--- src/rtl/tx_desc_pkg.sv ---
// Contract
// - Port map bits 20 and 21 of the control word force output port one and port two.
// - A port map with every port bit set broadcasts the frame to all ports.
// - A port map of all zeros is ignored and the internal address lookup forwards the frame.
// - The port map is honoured only in a last-segment descriptor and disregarded elsewhere.
// - Port map bits 23 and 22 are reserved, never acted on, and kept at zero by the host.
// - The buffer length is the eleven-bit byte count in bits 10 to 0, and exactly that many bytes are fetched.
// - A zero buffer length skips the buffer with no data fetch and moves on.
// - The third word is a 32-bit buffer address of any byte alignment.
// - The fourth word is the 32-bit address of the next descriptor.
// - Ownership is cleared when the frame is sent or the buffer emptied; the host sets the first owner bit last.
// - Control word bit 29 marks the last segment of a frame.
// - With bit 25 set the next fetch comes from the list base address.
// - With bit 31 set in a last segment the transmit interrupt is raised after transmission.
//
// shared constants and types of the transmit descriptor engine
// assumes a 32-bit byte-addressed host memory port

package tx_desc_pkg;

    // ************************************************************
    // descriptor layout
    // ************************************************************
    localparam int OWN_BIT      = 31;
    localparam int IRQ_BIT      = 31;
    localparam int LAST_BIT     = 29;
    localparam int EOR_BIT      = 25;
    localparam int MAP_LO       = 20;
    localparam int MAP_HI       = 21;
    localparam int LEN_W        = 11;
    localparam int WORDS        = 4;
    localparam int WORD_BYTES   = 4;

    // ************************************************************
    // register map
    // ************************************************************
    localparam logic [7:0] OFS_CTRL   = 8'h00;
    localparam logic [7:0] OFS_BASE   = 8'h04;
    localparam logic [7:0] OFS_STATUS = 8'h08;
    localparam logic [7:0] OFS_MASK   = 8'h0C;
    localparam logic [7:0] OFS_CUR    = 8'h10;
    localparam logic [7:0] OFS_INFO   = 8'h14;
    localparam int CTRL_EN      = 0;
    localparam int CTRL_KICK    = 1;
    localparam int ST_W         = 2;
    localparam int ST_DONE      = 0;
    localparam int ST_UNAVAIL   = 1;
    localparam logic [31:0] RST_WORD = 32'h0000_0000;
    localparam logic [1:0]  RESP_OK  = 2'h0;
    localparam logic [1:0]  RESP_ERR = 2'h2;

    // ************************************************************
    // types
    // ************************************************************
    typedef enum logic [1:0] {FWD_LOOKUP, FWD_FORCED, FWD_BCAST} fwd_mode_t;
    typedef enum logic [2:0] {S_IDLE, S_FETCH, S_CHECK, S_BUF, S_END, S_WAIT_TX, S_WB, S_WB_WAIT} eng_state_t;

endpackage : tx_desc_pkg

--- src/rtl/desc_if.sv ---
// decoded view of one transmit control word
// assumes one engine and one decoder on the same clock

`timescale 1ns/1ps

interface desc_if;
    logic [31:0]                  ctl;
    logic [tx_desc_pkg::LEN_W-1:0] len;
    logic                         last;
    logic                         eor;
    logic                         irq;
    tx_desc_pkg::fwd_mode_t       mode;
    logic [1:0]                   ports;

    modport decoder (input ctl, output len, last, eor, irq, mode, ports);
    modport engine  (output ctl, input len, last, eor, irq, mode, ports);
endinterface : desc_if

--- src/rtl/tx_ctl_decode.sv ---
// field decoder for the second descriptor word
// assumes the word is stable while the engine reads the fields

`timescale 1ns/1ps

module tx_ctl_decode (
    desc_if.decoder d
);
    logic [1:0] map;

    always_comb begin
        // reserved bits 23:22 and 19:11 are never looked at
        map     = d.ctl[tx_desc_pkg::MAP_HI:tx_desc_pkg::MAP_LO];
        d.len   = d.ctl[tx_desc_pkg::LEN_W-1:0];
        d.last  = d.ctl[tx_desc_pkg::LAST_BIT];
        d.eor   = d.ctl[tx_desc_pkg::EOR_BIT];
        d.irq   = d.ctl[tx_desc_pkg::IRQ_BIT] & d.ctl[tx_desc_pkg::LAST_BIT];
        d.ports = map;
        if (!d.ctl[tx_desc_pkg::LAST_BIT]) begin
            d.mode = tx_desc_pkg::FWD_LOOKUP;
        end else if (map == 2'h3) begin
            d.mode = tx_desc_pkg::FWD_BCAST;
        end else if (map == 2'h0) begin
            d.mode = tx_desc_pkg::FWD_LOOKUP;
        end else begin
            d.mode = tx_desc_pkg::FWD_FORCED;
        end
    end
endmodule : tx_ctl_decode

--- src/rtl/tx_desc_engine.sv ---
// transmit descriptor engine with an AXI4-Lite register slave
// assumes memory, buffer mover and MAC all run on CLOCK_I

`timescale 1ns/1ps

module tx_desc_engine #(
    parameter int ADDR_W = 8
) (
    // clock and reset
    input  wire logic              CLOCK_I,
    input  wire logic              RST_I,
    // axi4-lite slave
    input  wire logic [ADDR_W-1:0] AWADDR_I,
    input  wire logic              AWVALID_I,
    output logic                   AWREADY_O,
    input  wire logic [31:0]       WDATA_I,
    input  wire logic [3:0]        WSTRB_I,
    input  wire logic              WVALID_I,
    output logic                   WREADY_O,
    output logic [1:0]             BRESP_O,
    output logic                   BVALID_O,
    input  wire logic              BREADY_I,
    input  wire logic [ADDR_W-1:0] ARADDR_I,
    input  wire logic              ARVALID_I,
    output logic                   ARREADY_O,
    output logic [31:0]            RDATA_O,
    output logic [1:0]             RRESP_O,
    output logic                   RVALID_O,
    input  wire logic              RREADY_I,
    // descriptor memory port
    output logic                   MEM_REQ_O,
    output logic                   MEM_WE_O,
    output logic [31:0]            MEM_ADDR_O,
    output logic [31:0]            MEM_WDATA_O,
    input  wire logic              MEM_ACK_I,
    input  wire logic [31:0]       MEM_RDATA_I,
    // buffer fetch port
    output logic                   BUF_REQ_O,
    output logic [31:0]            BUF_ADDR_O,
    output logic [10:0]            BUF_LEN_O,
    input  wire logic              BUF_DONE_I,
    // frame forwarding
    output logic                   FWD_VALID_O,
    output logic [1:0]             FWD_MODE_O,
    output logic [1:0]             FWD_PORTS_O,
    input  wire logic              TX_DONE_I,
    // interrupt
    output logic                   IRQ_O
);

    // ************************************************************
    // state
    // ************************************************************
    typedef struct packed {
        tx_desc_pkg::eng_state_t     state;
        logic [1:0]                  idx;
        logic [3:0][31:0]            words;
        logic [31:0]                 base;
        logic [31:0]                 cur;
        logic                        enable;
        logic                        pend;
        logic [tx_desc_pkg::ST_W-1:0] status;
        logic [tx_desc_pkg::ST_W-1:0] mask;
        logic                        irq;
        logic                        aw_got;
        logic                        w_got;
        logic [ADDR_W-1:0]           aw_addr;
        logic [31:0]                 wdata;
        logic [3:0]                  wstrb;
        logic                        awready;
        logic                        wready;
        logic                        bvalid;
        logic [1:0]                  bresp;
        logic                        arready;
        logic                        rvalid;
        logic [31:0]                 rdata;
        logic [1:0]                  rresp;
        logic                        mem_req;
        logic                        mem_we;
        logic [31:0]                 mem_addr;
        logic [31:0]                 mem_wdata;
        logic                        buf_req;
        logic [31:0]                 buf_addr;
        logic [10:0]                 buf_len;
        logic                        fwd_valid;
        logic [1:0]                  fwd_mode;
        logic [1:0]                  fwd_ports;
    } eng_t;

    eng_t st;
    eng_t next_st;

    desc_if dif ();

    tx_ctl_decode u_decode (
        .d (dif.decoder)
    );

    assign dif.ctl = st.words[1];

    // ************************************************************
    // helpers
    // ************************************************************
    function automatic logic [31:0] merge(input logic [31:0] old, input logic [31:0] val, input logic [3:0] strb);
        logic [31:0] r;
        r = old;
        for (int b = 0; b < 4; b++) begin
            if (strb[b]) begin
                r[b*8 +: 8] = val[b*8 +: 8];
            end
        end
        return r;
    endfunction : merge

    // ************************************************************
    // next state
    // ************************************************************
    always_comb begin
        logic [ADDR_W-1:0]            wa;
        logic [ADDR_W-1:0]            ra;
        logic [31:0]                  wv;
        logic [tx_desc_pkg::ST_W-1:0] set_ev;
        logic [tx_desc_pkg::ST_W-1:0] clr_ev;
        wa      = {st.aw_addr[ADDR_W-1:2], 2'h0};
        ra      = {ARADDR_I[ADDR_W-1:2], 2'h0};
        wv      = 32'h0000_0000;
        set_ev  = '0;
        clr_ev  = '0;
        next_st = st;
        next_st.fwd_valid = 1'b0;

        // axi write channels, taken in either order
        if (AWVALID_I && st.awready) begin
            next_st.aw_got  = 1'b1;
            next_st.aw_addr = AWADDR_I;
        end
        if (WVALID_I && st.wready) begin
            next_st.w_got = 1'b1;
            next_st.wdata = WDATA_I;
            next_st.wstrb = WSTRB_I;
        end
        if (st.bvalid && BREADY_I) begin
            next_st.bvalid = 1'b0;
        end
        if (st.aw_got && st.w_got && !st.bvalid) begin
            next_st.aw_got = 1'b0;
            next_st.w_got  = 1'b0;
            next_st.bvalid = 1'b1;
            next_st.bresp  = tx_desc_pkg::RESP_OK;
            wv = merge(32'h0000_0000, st.wdata, st.wstrb);
            if (wa == tx_desc_pkg::OFS_CTRL) begin
                next_st.enable = st.wstrb[0] ? wv[tx_desc_pkg::CTRL_EN] : st.enable;
                if (wv[tx_desc_pkg::CTRL_KICK]) begin
                    next_st.pend = 1'b1;
                end
            end else if (wa == tx_desc_pkg::OFS_BASE) begin
                next_st.base = merge(st.base, st.wdata, st.wstrb);
                next_st.cur  = merge(st.base, st.wdata, st.wstrb); // a new base also moves the current pointer to it
            end else if (wa == tx_desc_pkg::OFS_STATUS) begin
                clr_ev = wv[tx_desc_pkg::ST_W-1:0];
            end else if (wa == tx_desc_pkg::OFS_MASK) begin
                next_st.mask = st.wstrb[0] ? wv[tx_desc_pkg::ST_W-1:0] : st.mask;
            end else if (wa == tx_desc_pkg::OFS_CUR || wa == tx_desc_pkg::OFS_INFO) begin
                next_st.bresp = tx_desc_pkg::RESP_OK;
            end else begin
                next_st.bresp = tx_desc_pkg::RESP_ERR;
            end
        end
        next_st.awready = !next_st.aw_got && !next_st.bvalid;
        next_st.wready  = !next_st.w_got && !next_st.bvalid;

        // axi read channel
        if (st.rvalid && RREADY_I) begin
            next_st.rvalid = 1'b0;
        end
        if (ARVALID_I && st.arready) begin
            next_st.rvalid = 1'b1;
            next_st.rresp  = tx_desc_pkg::RESP_OK;
            if (ra == tx_desc_pkg::OFS_CTRL) begin
                next_st.rdata = {31'h0, st.enable};
            end else if (ra == tx_desc_pkg::OFS_BASE) begin
                next_st.rdata = st.base;
            end else if (ra == tx_desc_pkg::OFS_STATUS) begin
                next_st.rdata = {30'h0, st.status};
            end else if (ra == tx_desc_pkg::OFS_MASK) begin
                next_st.rdata = {30'h0, st.mask};
            end else if (ra == tx_desc_pkg::OFS_CUR) begin
                next_st.rdata = st.cur;
            end else if (ra == tx_desc_pkg::OFS_INFO) begin
                next_st.rdata = {25'h0, st.state, st.fwd_mode, st.fwd_ports};
            end else begin
                next_st.rdata = 32'h0000_0000;
                next_st.rresp = tx_desc_pkg::RESP_ERR;
            end
        end
        next_st.arready = !next_st.rvalid;

        // ************************************************************
        // descriptor walk
        // ************************************************************
        case (st.state)
            tx_desc_pkg::S_IDLE: begin
                if (st.enable && st.pend) begin
                    next_st.pend     = 1'b0;
                    next_st.idx      = 2'h0;
                    next_st.mem_req  = 1'b1;
                    next_st.mem_we   = 1'b0;
                    next_st.mem_addr = st.cur;
                    next_st.state    = tx_desc_pkg::S_FETCH;
                end
            end
            tx_desc_pkg::S_FETCH: begin
                if (MEM_ACK_I) begin
                    next_st.words[st.idx] = MEM_RDATA_I;
                    if (st.idx == 2'h0 && !MEM_RDATA_I[tx_desc_pkg::OWN_BIT]) begin
                        next_st.mem_req = 1'b0; // host still owns it: park until the next kick
                        set_ev[tx_desc_pkg::ST_UNAVAIL] = 1'b1;
                        next_st.state = tx_desc_pkg::S_IDLE;
                    end else if (st.idx == 2'(tx_desc_pkg::WORDS - 1)) begin
                        next_st.mem_req = 1'b0;
                        next_st.state   = tx_desc_pkg::S_CHECK;
                    end else begin
                        next_st.idx      = st.idx + 2'h1;
                        next_st.mem_addr = st.mem_addr + 32'(tx_desc_pkg::WORD_BYTES);
                    end
                end
            end
            tx_desc_pkg::S_CHECK: begin
                if (dif.len != 11'h000) begin
                    next_st.buf_req  = 1'b1;
                    next_st.buf_addr = st.words[2];
                    next_st.buf_len  = dif.len;
                    next_st.state    = tx_desc_pkg::S_BUF;
                end else begin
                    next_st.state = tx_desc_pkg::S_END;
                end
            end
            tx_desc_pkg::S_BUF: begin
                if (BUF_DONE_I) begin
                    next_st.buf_req = 1'b0;
                    next_st.state   = tx_desc_pkg::S_END;
                end
            end
            tx_desc_pkg::S_END: begin
                if (dif.last) begin
                    next_st.fwd_valid = 1'b1;
                    next_st.fwd_mode  = dif.mode;
                    next_st.fwd_ports = dif.ports;
                    next_st.state     = tx_desc_pkg::S_WAIT_TX;
                end else begin
                    next_st.state = tx_desc_pkg::S_WB;
                end
            end
            tx_desc_pkg::S_WAIT_TX: begin
                if (TX_DONE_I) begin
                    set_ev[tx_desc_pkg::ST_DONE] = dif.irq;
                    next_st.state = tx_desc_pkg::S_WB;
                end
            end
            tx_desc_pkg::S_WB: begin
                next_st.mem_req   = 1'b1;
                next_st.mem_we    = 1'b1;
                next_st.mem_addr  = st.cur;
                next_st.mem_wdata = st.words[0] & ~(32'h1 << tx_desc_pkg::OWN_BIT);
                next_st.state     = tx_desc_pkg::S_WB_WAIT;
            end
            tx_desc_pkg::S_WB_WAIT: begin
                if (MEM_ACK_I) begin
                    next_st.mem_req = 1'b0;
                    next_st.mem_we  = 1'b0;
                    // next pointer used as is; host keeps it word aligned
                    next_st.cur     = dif.eor ? st.base : st.words[3];
                    next_st.pend    = 1'b1;
                    next_st.state   = tx_desc_pkg::S_IDLE;
                end
            end
            default: begin
                next_st.state = tx_desc_pkg::S_IDLE;
            end
        endcase

        // set wins over a same-cycle clear
        next_st.status = (st.status & ~clr_ev) | set_ev;
        next_st.irq    = |(next_st.status & next_st.mask);
    end

    always_ff @(posedge CLOCK_I) begin
        if (RST_I) begin
            st         <= '0;
            st.state   <= tx_desc_pkg::S_IDLE;
            st.base    <= tx_desc_pkg::RST_WORD;
            st.cur     <= tx_desc_pkg::RST_WORD;
            st.awready <= 1'b1;
            st.wready  <= 1'b1;
            st.arready <= 1'b1;
        end else begin
            st <= next_st;
        end
    end

    // ************************************************************
    // outputs
    // ************************************************************
    assign AWREADY_O   = st.awready;
    assign WREADY_O    = st.wready;
    assign BRESP_O     = st.bresp;
    assign BVALID_O    = st.bvalid;
    assign ARREADY_O   = st.arready;
    assign RDATA_O     = st.rdata;
    assign RRESP_O     = st.rresp;
    assign RVALID_O    = st.rvalid;
    assign MEM_REQ_O   = st.mem_req;
    assign MEM_WE_O    = st.mem_we;
    assign MEM_ADDR_O  = st.mem_addr;
    assign MEM_WDATA_O = st.mem_wdata;
    assign BUF_REQ_O   = st.buf_req;
    assign BUF_ADDR_O  = st.buf_addr;
    assign BUF_LEN_O   = st.buf_len;
    assign FWD_VALID_O = st.fwd_valid;
    assign FWD_MODE_O  = st.fwd_mode;
    assign FWD_PORTS_O = st.fwd_ports;
    assign IRQ_O       = st.irq;
endmodule : tx_desc_engine

--- config.mk ---
export PLATFORM = sky130hd
export DESIGN_NAME = tx_desc_engine
export DESIGN_NICKNAME = d
export VERILOG_FILES = /design/src/rtl/tx_desc_pkg.sv /design/src/rtl/desc_if.sv /design/src/rtl/tx_ctl_decode.sv /design/src/rtl/tx_desc_engine.sv
export SDC_FILE = /design/constraint.sdc
export NUM_CORES = 1
export LEC_CHECK = 0
export BUFFER_PORTS_ARGS = -buffer_cell sky130_fd_sc_hd__buf_2
export CAP_MARGIN = 20
export CORE_ASPECT_RATIO = 0.6
export CORE_UTILIZATION = 62
export DETAILED_ROUTE_END_ITERATION = 10
export PLACE_DENSITY = 0.94
export RECOVER_POWER = 25
export SYNTH_ARGS = -nofsm -noshare
export SYNTH_HDL_FRONTEND = slang
export SYNTH_HIERARCHICAL = 1
export SYNTH_SLANG_ARGS = --single-unit
--- constraint.sdc ---
create_clock -name CLOCK_I -period 2.9 [get_ports CLOCK_I]
set_input_delay 0.435 -clock CLOCK_I [delete_from_list [all_inputs] [get_ports CLOCK_I]]
set_output_delay 0.435 -clock CLOCK_I [all_outputs]
set_load 0.01 [all_outputs]
After elaboration in Yosys (flattened, before gate mapping). Cells that the tools add are included.

Register bits after elaboration: 405. Bits in latches: 0. Memory bits (writable): 0. Bits in read-only memories: 0. Output and inout port bits: 157. Logic and storage cells: 208. Memories: 0.

$add $sub $neg: 2. Multiply operators: 0. Divide/modulo/power cells: 0. $lt $le $gt $ge: 2. Equal/unequal tests: 28. Shifts and indexed selects: 0. Muxes and demuxes: 90. Bitwise operators: 7. Reduce and logical (&&, ||, !) cells: 43.

Operators with widths (number): 32-bit 2-to-1 mux (14); 133-bit 2-to-1 mux (1); 128-bit bitwise mux (1); 32-bit one-hot mux with 3 select lines (1); 34-bit 2-to-1 mux (2); 32-bit demux with 2-bit select (1); 2-bit 2-to-1 mux (30); 44-bit 2-to-1 mux (1); 35-bit 2-to-1 mux (1); 32-bit by 3-bit adder with 32-bit output (second input constant) (1); 8-bit 2-to-1 mux (4); 6-bit by 2-bit equality test with 1-bit output (second input constant) (4); 6-bit by 3-bit equality test with 1-bit output (second input constant) (4); 3-bit one-hot mux with 8 select lines (1); 3-bit 2-to-1 mux (7); 1-bit 2-to-1 mux (18); 2-bit != test (second input constant) (8); 5-bit AND reduction (3); 3-bit equality test (second input constant) (4); 6-bit by 1-bit equality test with 1-bit output (second input constant) (2); 1-bit logical AND (12); 6-bit logical NOT (2); 3-bit AND reduction (4); 11-bit nonzero test (1); 28 further kinds (45).

Depth between registers and ports, before layout. Gate-level depths: netlist of the first run.

Depth in word-level cells: 12. Mapped depth: 9. Mapped depth without buffers: 7.

Cells and area by module. The synthesis of the first run kept the hierarchy.

By module, submodules not included: tx_desc_engine (times used 1, cells an instance 2165, area each 17448.0 um2, sequential area each 8007.7 um2); tx_ctl_decode (times used 1, cells an instance 19, area each 143.9 um2, sequential area each 0.0 um2).

Worst setup path before layout of the first run. OpenSTA, ideal clock, no wires.

Kind: register -> register. From: register st (netlist bit MEM_ADDR_O[2]). To: register st (netlist bit MEM_ADDR_O[26]). Library setup time: 0.132 ns. Data arrival time: 1.829 ns. Path slack: 0.939 ns. Cell stages (with the launch flop): 7. Buffers on the path: 0. Cell sequence: dfxtp_1 > ha_1 > nand3_1 > or4_1 > o31a_1 > o21ai_1 > a21oi_1.

Word-level cells in the longest chain between the ends: 5.

RTL lines: start: declaration (line tx_desc_engine.sv:90) `eng_t st;`; start signal: assignment (line tx_desc_engine.sv:297) `st <= next_st;`; 32-bit by 3-bit adder with 32-bit output (line tx_desc_engine.sv:224) `next_st.mem_addr = st.mem_addr + 32'(tx_desc_pkg::WORD_BYTES);`; 32-bit 2-to-1 mux (line tx_desc_engine.sv:219) `end else if (st.idx == 2'(tx_desc_pkg::WORDS - 1)) begin`; 32-bit 2-to-1 mux (line tx_desc_engine.sv:215) `if (st.idx == 2'h0 && !MEM_RDATA_I[tx_desc_pkg::OWN_BIT]) begin`; 32-bit 2-to-1 mux (line tx_desc_engine.sv:213) `if (MEM_ACK_I) begin`; 32-bit one-hot mux with 3 select lines (line tx_desc_engine.sv:201) `case (st.state)`.

No other way between the ends. The select of a mux whose other input is x is not followed. A chain may end at the register's enable or synchronous reset.

Worst setup path after layout of the first run.
From: register st[401] (netlist bit). To: register st (netlist bit MEM_ADDR_O[10]).

Word-level cells in the longest chain between the ends: 4. Elaborated cells between the ends (all ways): 6. Classes of those cells: eq/ne (3); reduce/logical (3).

RTL lines (line): 2-bit logical NOT (tx_desc_engine.sv:215); 1-bit logical AND (tx_desc_engine.sv:215); 2-bit != test (no line); 5-bit AND reduction (no line) (*).

Mark *: on every way between the ends. The rest lies on a longest branch, timed or not.

==> qor.txt, run 1 <==
outcome: finished with violations
failing checks: capacitance limit, slew limit
RSZ-0062 raised after global routing: false
DIE HEIGHT: 131 microns
Pins Over Slew Limit: 129
vias in the first global route: 13,600
critical path class: reg2reg
Port Buffer Count: 243
setup violators final: 0
post-cts sizing count: 0
Post-DRT Antenna Nets: 0
hold depth: 3
hpwl dp: 33,200 microns
drt via density: 6.01
power density cells: 701 nW/um^2
period utilization: 0.829
share of post-route cells with drive strength above 1: 0.150
Final #Nets: 2,229
Mapped Area: 17,100 sq um
die footprint: 28,200 sq um
Synth Instances: 2,120
Area Growth Syn to Fin: 6.90%
final non-filler cell total: 2,514
gr ovfl total: 0
initial core utilization: 0.639
I/O Pins: 251
Setup Skew: 21.2 ps
clk slew on worst S/H paths: 70 ps
Hold Vio Cnt, Final: 0
later-pin clock latency in the skew report: 530 ps
dpl cells: 2,452
clock root cell: clkbuf_16
Post-Route Utilization: 0.683
CTS Buf Count: 35
drt first-iter violations: 1,741
drt pass-1 iters: 8
CP required: 3330 ps
Fmax: 416 MHz
Worst R2R Path Depth: 8
Avg Inst Size Synth: 8.05 sq um
CTS tree: done
DRT Wirelength: 48,500 microns
relative slew slack: -0.151
post-route minimum period: 2400 ps
Core ar.: 26,700 sq um
worst hold path class: in2reg
crit start category: flip-flop
gpl congestion: 0.935
cell area after layout: 18,200 sq um
Leak Pwr: 6.68 nW
first-pass GRT wire length: 74,000 microns
# Post-CTS Setup Buffers: 0
Sum Neg Setup Slack: 0 ps
deepest clock path buffer count: 3
initial antenna violation count: 2
via count: 15,100
row count: 46
crit path capture type: flip-flop
Synth Warn #: 6
critical path peak fanout: 22
Worst EP arrival: 2830 ps
Least-Margin Pin Slew: 1730 ps
clock sink total: 384
Post-DP Area: 17,200 sq um
r2r setup slk: 500 ps
number of max-cap violations: 2
peak supply drop: 0.435 mV
WL/cell: 19.3 microns
largest net degree at the start of global routing: 91
post-cts hold buffer count: 0
total chip power: 0.0128 W
H-tree levels: 2
Residual DRC: 0
Die Width: 216 microns
all-layer global routing usage: 0.332
[critical path, stage by stage (launching register included)]
cell	delay [ps]
dfxtp_1	370
inv_1	100
ha_1	250
nor2b_1	210
o32ai_2	480
and2_1	260
buf_4	290
a21oi_1	100
a311oi_1	250
[path summary, 6_finish.rpt]
check,startpoint,to
hold / removal,WDATA_I[15],st[175]$_SDFFE_PP0P_
setup / recovery,st[401]$_SDFFE_PP0P_,MEM_ADDR_O[10]$_SDFFE_PP0P_
setup reg to reg,st[401]$_SDFFE_PP0P_,MEM_ADDR_O[10]$_SDFFE_PP0P_
hold reg to reg,RDATA_O[27]$_SDFFE_PP0P_,RDATA_O[27]$_SDFFE_PP0P_
[area by class of cell]
| cell class | instances | area [sq um] |
|---|---|---|
| well taps | 360 | 450 |
| repair buffers | 284 | 1400 |
| fillers | 2115 | 8460 |
| clock buffers | 50 | 1030 |
| flip-flops and latches | 384 | 7690 |
| inverters | 9 | 33.8 |
| diodes | 2 | 5.00 |
| clock inverters | 10 | 135 |
| multi-input cells | 1415 | 7500 |
[routing by layer]
metal  vias up  routed length (microns)  GRT usage
met4         0                     1250      0.118
li1       7043                        -          -
met5         -                        0          0
met3        94                     5780     0.0917
met1      7147                    20600      0.462
met2       819                    21000      0.497
[placed cells by master (no fill, tap or decap), types with 11 or more instances in the layout]
cell / n
dfxtp_1: 384
nor2_1: 111
clkbuf_1: 90
nand2b_1: 11
a21oi_1: 332
nand2_1: 518
o21ai_0: 74
nor3_1: 18
nand3_1: 34
buf_2: 160
and2_1: 15
o21ai_1: 16
a22oi_1: 27
clkbuf_16: 35
buf_4: 34
mux2i_1: 79
mux2_2: 36
[metrics by stage]
stage / hold slack [ps] / worst slack (ps)
2_1_floorplan: 426 / 945
3_3_place_gp: 433 / 430
3_5_place_dp: 438 / 386
4_1_cts: 124 / 549
5_1_grt: 125 / 308
6_report: 140 / 495
[power by group]
group          switching (W)  leakage, nW  internal [W]
Sequential          0.000312         3.11       0.00553
Combinational        0.00142         3.00      0.000780
Clock                0.00200        0.576       0.00275
No activity file was read; power rests on OpenSTA's default activity.
==> run 2, diff against run 1 <==
Settings changed: CORE_UTILIZATION 62 to 52, PLACE_DENSITY 0.94 to 0.85.
Clock period 2.9 ns to 2 ns, I/O delays scaled along.
==> run 2 against run 1 <==
Against the previous run:
- the run now ends clean
- combinational power increased by 84%
- highest routed layer unchanged
- sequential share of layout area decreased by 2.5 points
- flip-flop and latch count unchanged
- clock-buffer cell count increased by 1
- utilization decreased by 7.1 points
- largest cell class unchanged
- sequential power increased by 43%
- non-clock buffer count increased by 79
- cell area increased by 6.4%
- setup slack got worse by 480 ps
- wire length increased by 7.5%
- hold slack got worse by 130 ps
==> qor.txt, run 2 (same netlist as run 1, synthesis figures left out) <==
row count: 50 (+8.7%)
clock group share of total power: 0.352 (-0.019)
first-pass GRT wire length: 79,100 microns (+7.0%)
max incr delay on CP: 640 ps (+160 ps)
vias in the first global route: 14,200 (+4.2%)
worst hold path class: in2reg
combinational share of power: 0.211 (+0.039)
Residual DRC: 0 (unchanged)
fin worst setup slack: 17.6 ps (-477 ps)
DRT Wirelength: 52,200 microns (+7.5%)
CTS Buf Count: 36 (+2.9%)
share of post-route cells with drive strength above 1: 0.187 (+0.0370)
most frequent cells in the layout: 517 x nand2_1, 381 x dfxtp_1, 330 x a21oi_1
crit start category: flip-flop
gpl congestion: 0.896 (-4.1%)
initial antenna violation count: 2 (unchanged)
post-route minimum period: 1980 ps (-423 ps)
Core ar.: 31,700 sq um (+19%)
Worst R2R Path Depth: 5 (-3)
CTS tree: done
all-layer global routing usage: 0.299 (-0.0334)
Die Width: 236 microns (+9.1%)
cell area after layout: 19,400 sq um (+6.4%)
critical path peak fanout: 16 (-27%)
sequential cell fraction of total power: 0.437 (-0.020)
Post-DP Area: 17,900 sq um (+4.1%)
Min-Delay Endpoint: st[174]$_SDFFE_PP0P_
deepest clock path buffer count: 3 (unchanged)
commonest non-fill, non-tap cell in the layout: nand2_1
Sum Neg Setup Slack: 0 ps (unchanged)
number of max-cap violations: 0 (-2)
Port Buffer Count: 243 (unchanged)
power density cells: 987 nW/um^2 (+41%)
peak supply drop: 0.608 mV (+40%)
setup violators final: 0 (unchanged)
Hold Vio Cnt, Final: 0 (unchanged)
clock root cell: clkbuf_16
WL/cell: 19.7 microns (+1.9%)
Switching Fraction: 0.300 (+0.00793)
hold depth: 3 (unchanged)
Final #Nets: 2,309 (+3.6%)
drt first-iter violations: 2,011 (+16%)
r2r setup slk: 20 ps (-480 ps)
sw power: 0.00575 W (+54%)
later-pin clock latency in the skew report: 550 ps (+20 ps)
RSZ-0062 raised after global routing: true
Worst path slowest cell: or4_4
Worst Min Path Start: WDATA_I[14]
drt via density: 5.83 (-2.9%)
Pins Over Slew Limit: 0 (-100%)
crit path capture type: flip-flop
CP required: 2410 ps (-920 ps)
initial core utilization: 0.538 (-0.101)
clock sink total: 384 (unchanged)
relative slew slack: 0.406 (+0.556)
r2r startpoint: st[197]$_SDFFE_PP0P_
gr ovfl total: 0 (unchanged)
Layout fillers: 2,710 (+28%)
dpl ws: -185 ps (-571 ps)
H-tree levels: 2 (unchanged)
DIE HEIGHT: 142 microns (+9.1%)
Setup Skew: 23.5 ps (+2.25 ps)
most used cell, CP: a21oi_1
die footprint: 33,600 sq um (+19%)
cell internal pwr: 0.0134 W (+48%)
total chip power: 0.0192 W (+50%)
period utilization: 0.991 (+0.162)
Fmax: 504 MHz (+21%)
Worst EP arrival: 2400 ps (-430 ps)
Area Growth Syn to Fin: 13.8%
clk slew on worst S/H paths: 70 ps (about the same)
r2r endpoint: st[217]$_SDFF_PP0_
Least-Margin Pin Slew: 892 ps (-834 ps)
Post-DRT Antenna Nets: 0 (unchanged)
outcome: finished clean
hpwl dp: 35,700 microns (+7.7%)
largest net degree at the start of global routing: 115 (+26%)
I/O Pins: 251 (unchanged)
Leak Pwr: 7.25 nW (+8.5%)
via count: 15,500 (+2.4%)
crit-path cells: or3_4, or4_4, clkbuf_16, a21oi_1, a21oi_1
critical path class: reg2reg
drt pass-1 iters: 6 (-2)
==> run 2: changes by cell type in the layout (fill, tap and decap cells not counted), moves of 4 or more <==
cell	delta
clkbuf_16	+5
nor2_2	+9
nor2_1	-10
buf_2	+7
clkbuf_8	-7
buf_12	+19
dlygate4sd3_1	+17
buf_4	+41
clkbuf_1	-4
==> run 2: how the worst max path moves through the flow <==
stage / from / end / slack (ps)
final: st[197]$_SDFFE_PP0P_ / st[217]$_SDFF_PP0_ / 20
after global routing: st[197]$_SDFFE_PP0P_ / st[229]$_SDFF_PP0_ / -60
after CTS: MEM_ADDR_O[3]$_SDFFE_PP0P_ / MEM_ADDR_O[24]$_SDFFE_PP0P_ / 0.9
after detailed placement: st[197]$_SDFFE_PP0P_ / IRQ_O$_SDFF_PP0_ / -190
after global placement: st[197]$_SDFFE_PP0P_ / IRQ_O$_SDFF_PP0_ / -150
after floorplan: MEM_ADDR_O[2]$_SDFFE_PP0P_ / MEM_ADDR_O[26]$_SDFFE_PP0P_ / 50
==> run 2: repair_timing <==
action	in CTS	in global routing
setup endpoints to repair	35	96
gates cloned	1	2
pin swaps	1	12
resized for setup	8	38
buffers inserted	0	7
hold endpoints to repair	17	0
hold buffers	17	0
==> run 2: metal layers <==
| layer | track usage | wire length [microns] | share of wire |
|---|---|---|---|
| met4 | 0.0929 | 1320 | 0.025 |
| met2 | 0.441 | 22200 | 0.43 |
| met5 | 0 | 0 | 0 |
| met3 | 0.0762 | 5910 | 0.11 |
| met1 | 0.426 | 22800 | 0.44 |
==> run 2: power groups by stage <==
stage / Combinational [W] / Clock, W / Sequential (W)
after floorplan: 0.00265 / 0 / 0.00844
after global placement: 0.00372 / 0 / 0.00852
after detailed placement: 0.00381 / 0 / 0.00853
after CTS: 0.00389 / 0.00683 / 0.00837
after global routing: 0.00435 / 0.00713 / 0.00842
final: 0.00404 / 0.00675 / 0.00839
==> run 2: critical path: cells and delay by family (launching register included) <==
family,cells,cell delay [ps]
compound gates,2,280
buf+inv,1,240
flops,1,320
simple gates,2,1020
==> run 2: area by class of cell <==
type	count	area, sq um	area share
inverters	9	33.8	0.00174
multi-input cells	1415	7660	0.395
clock buffers	51	1030	0.0530
repair buffers	363	2370	0.122
diodes	2	5.00	0.000258
clock inverters	12	109	0.00560
well taps	416	520	0.0268
flip-flops and latches	384	7690	0.396
==> run 2: per-stage QoR <==
stage,cells,hold WS (ps),util
detailed placement,2560,439,0.565
CTS,2641,4.74,0.609
global route,2652,18.0,0.612
finish,2652,14.7,0.612
floorplan,2122,426,-
global placement,2560,435,0.565
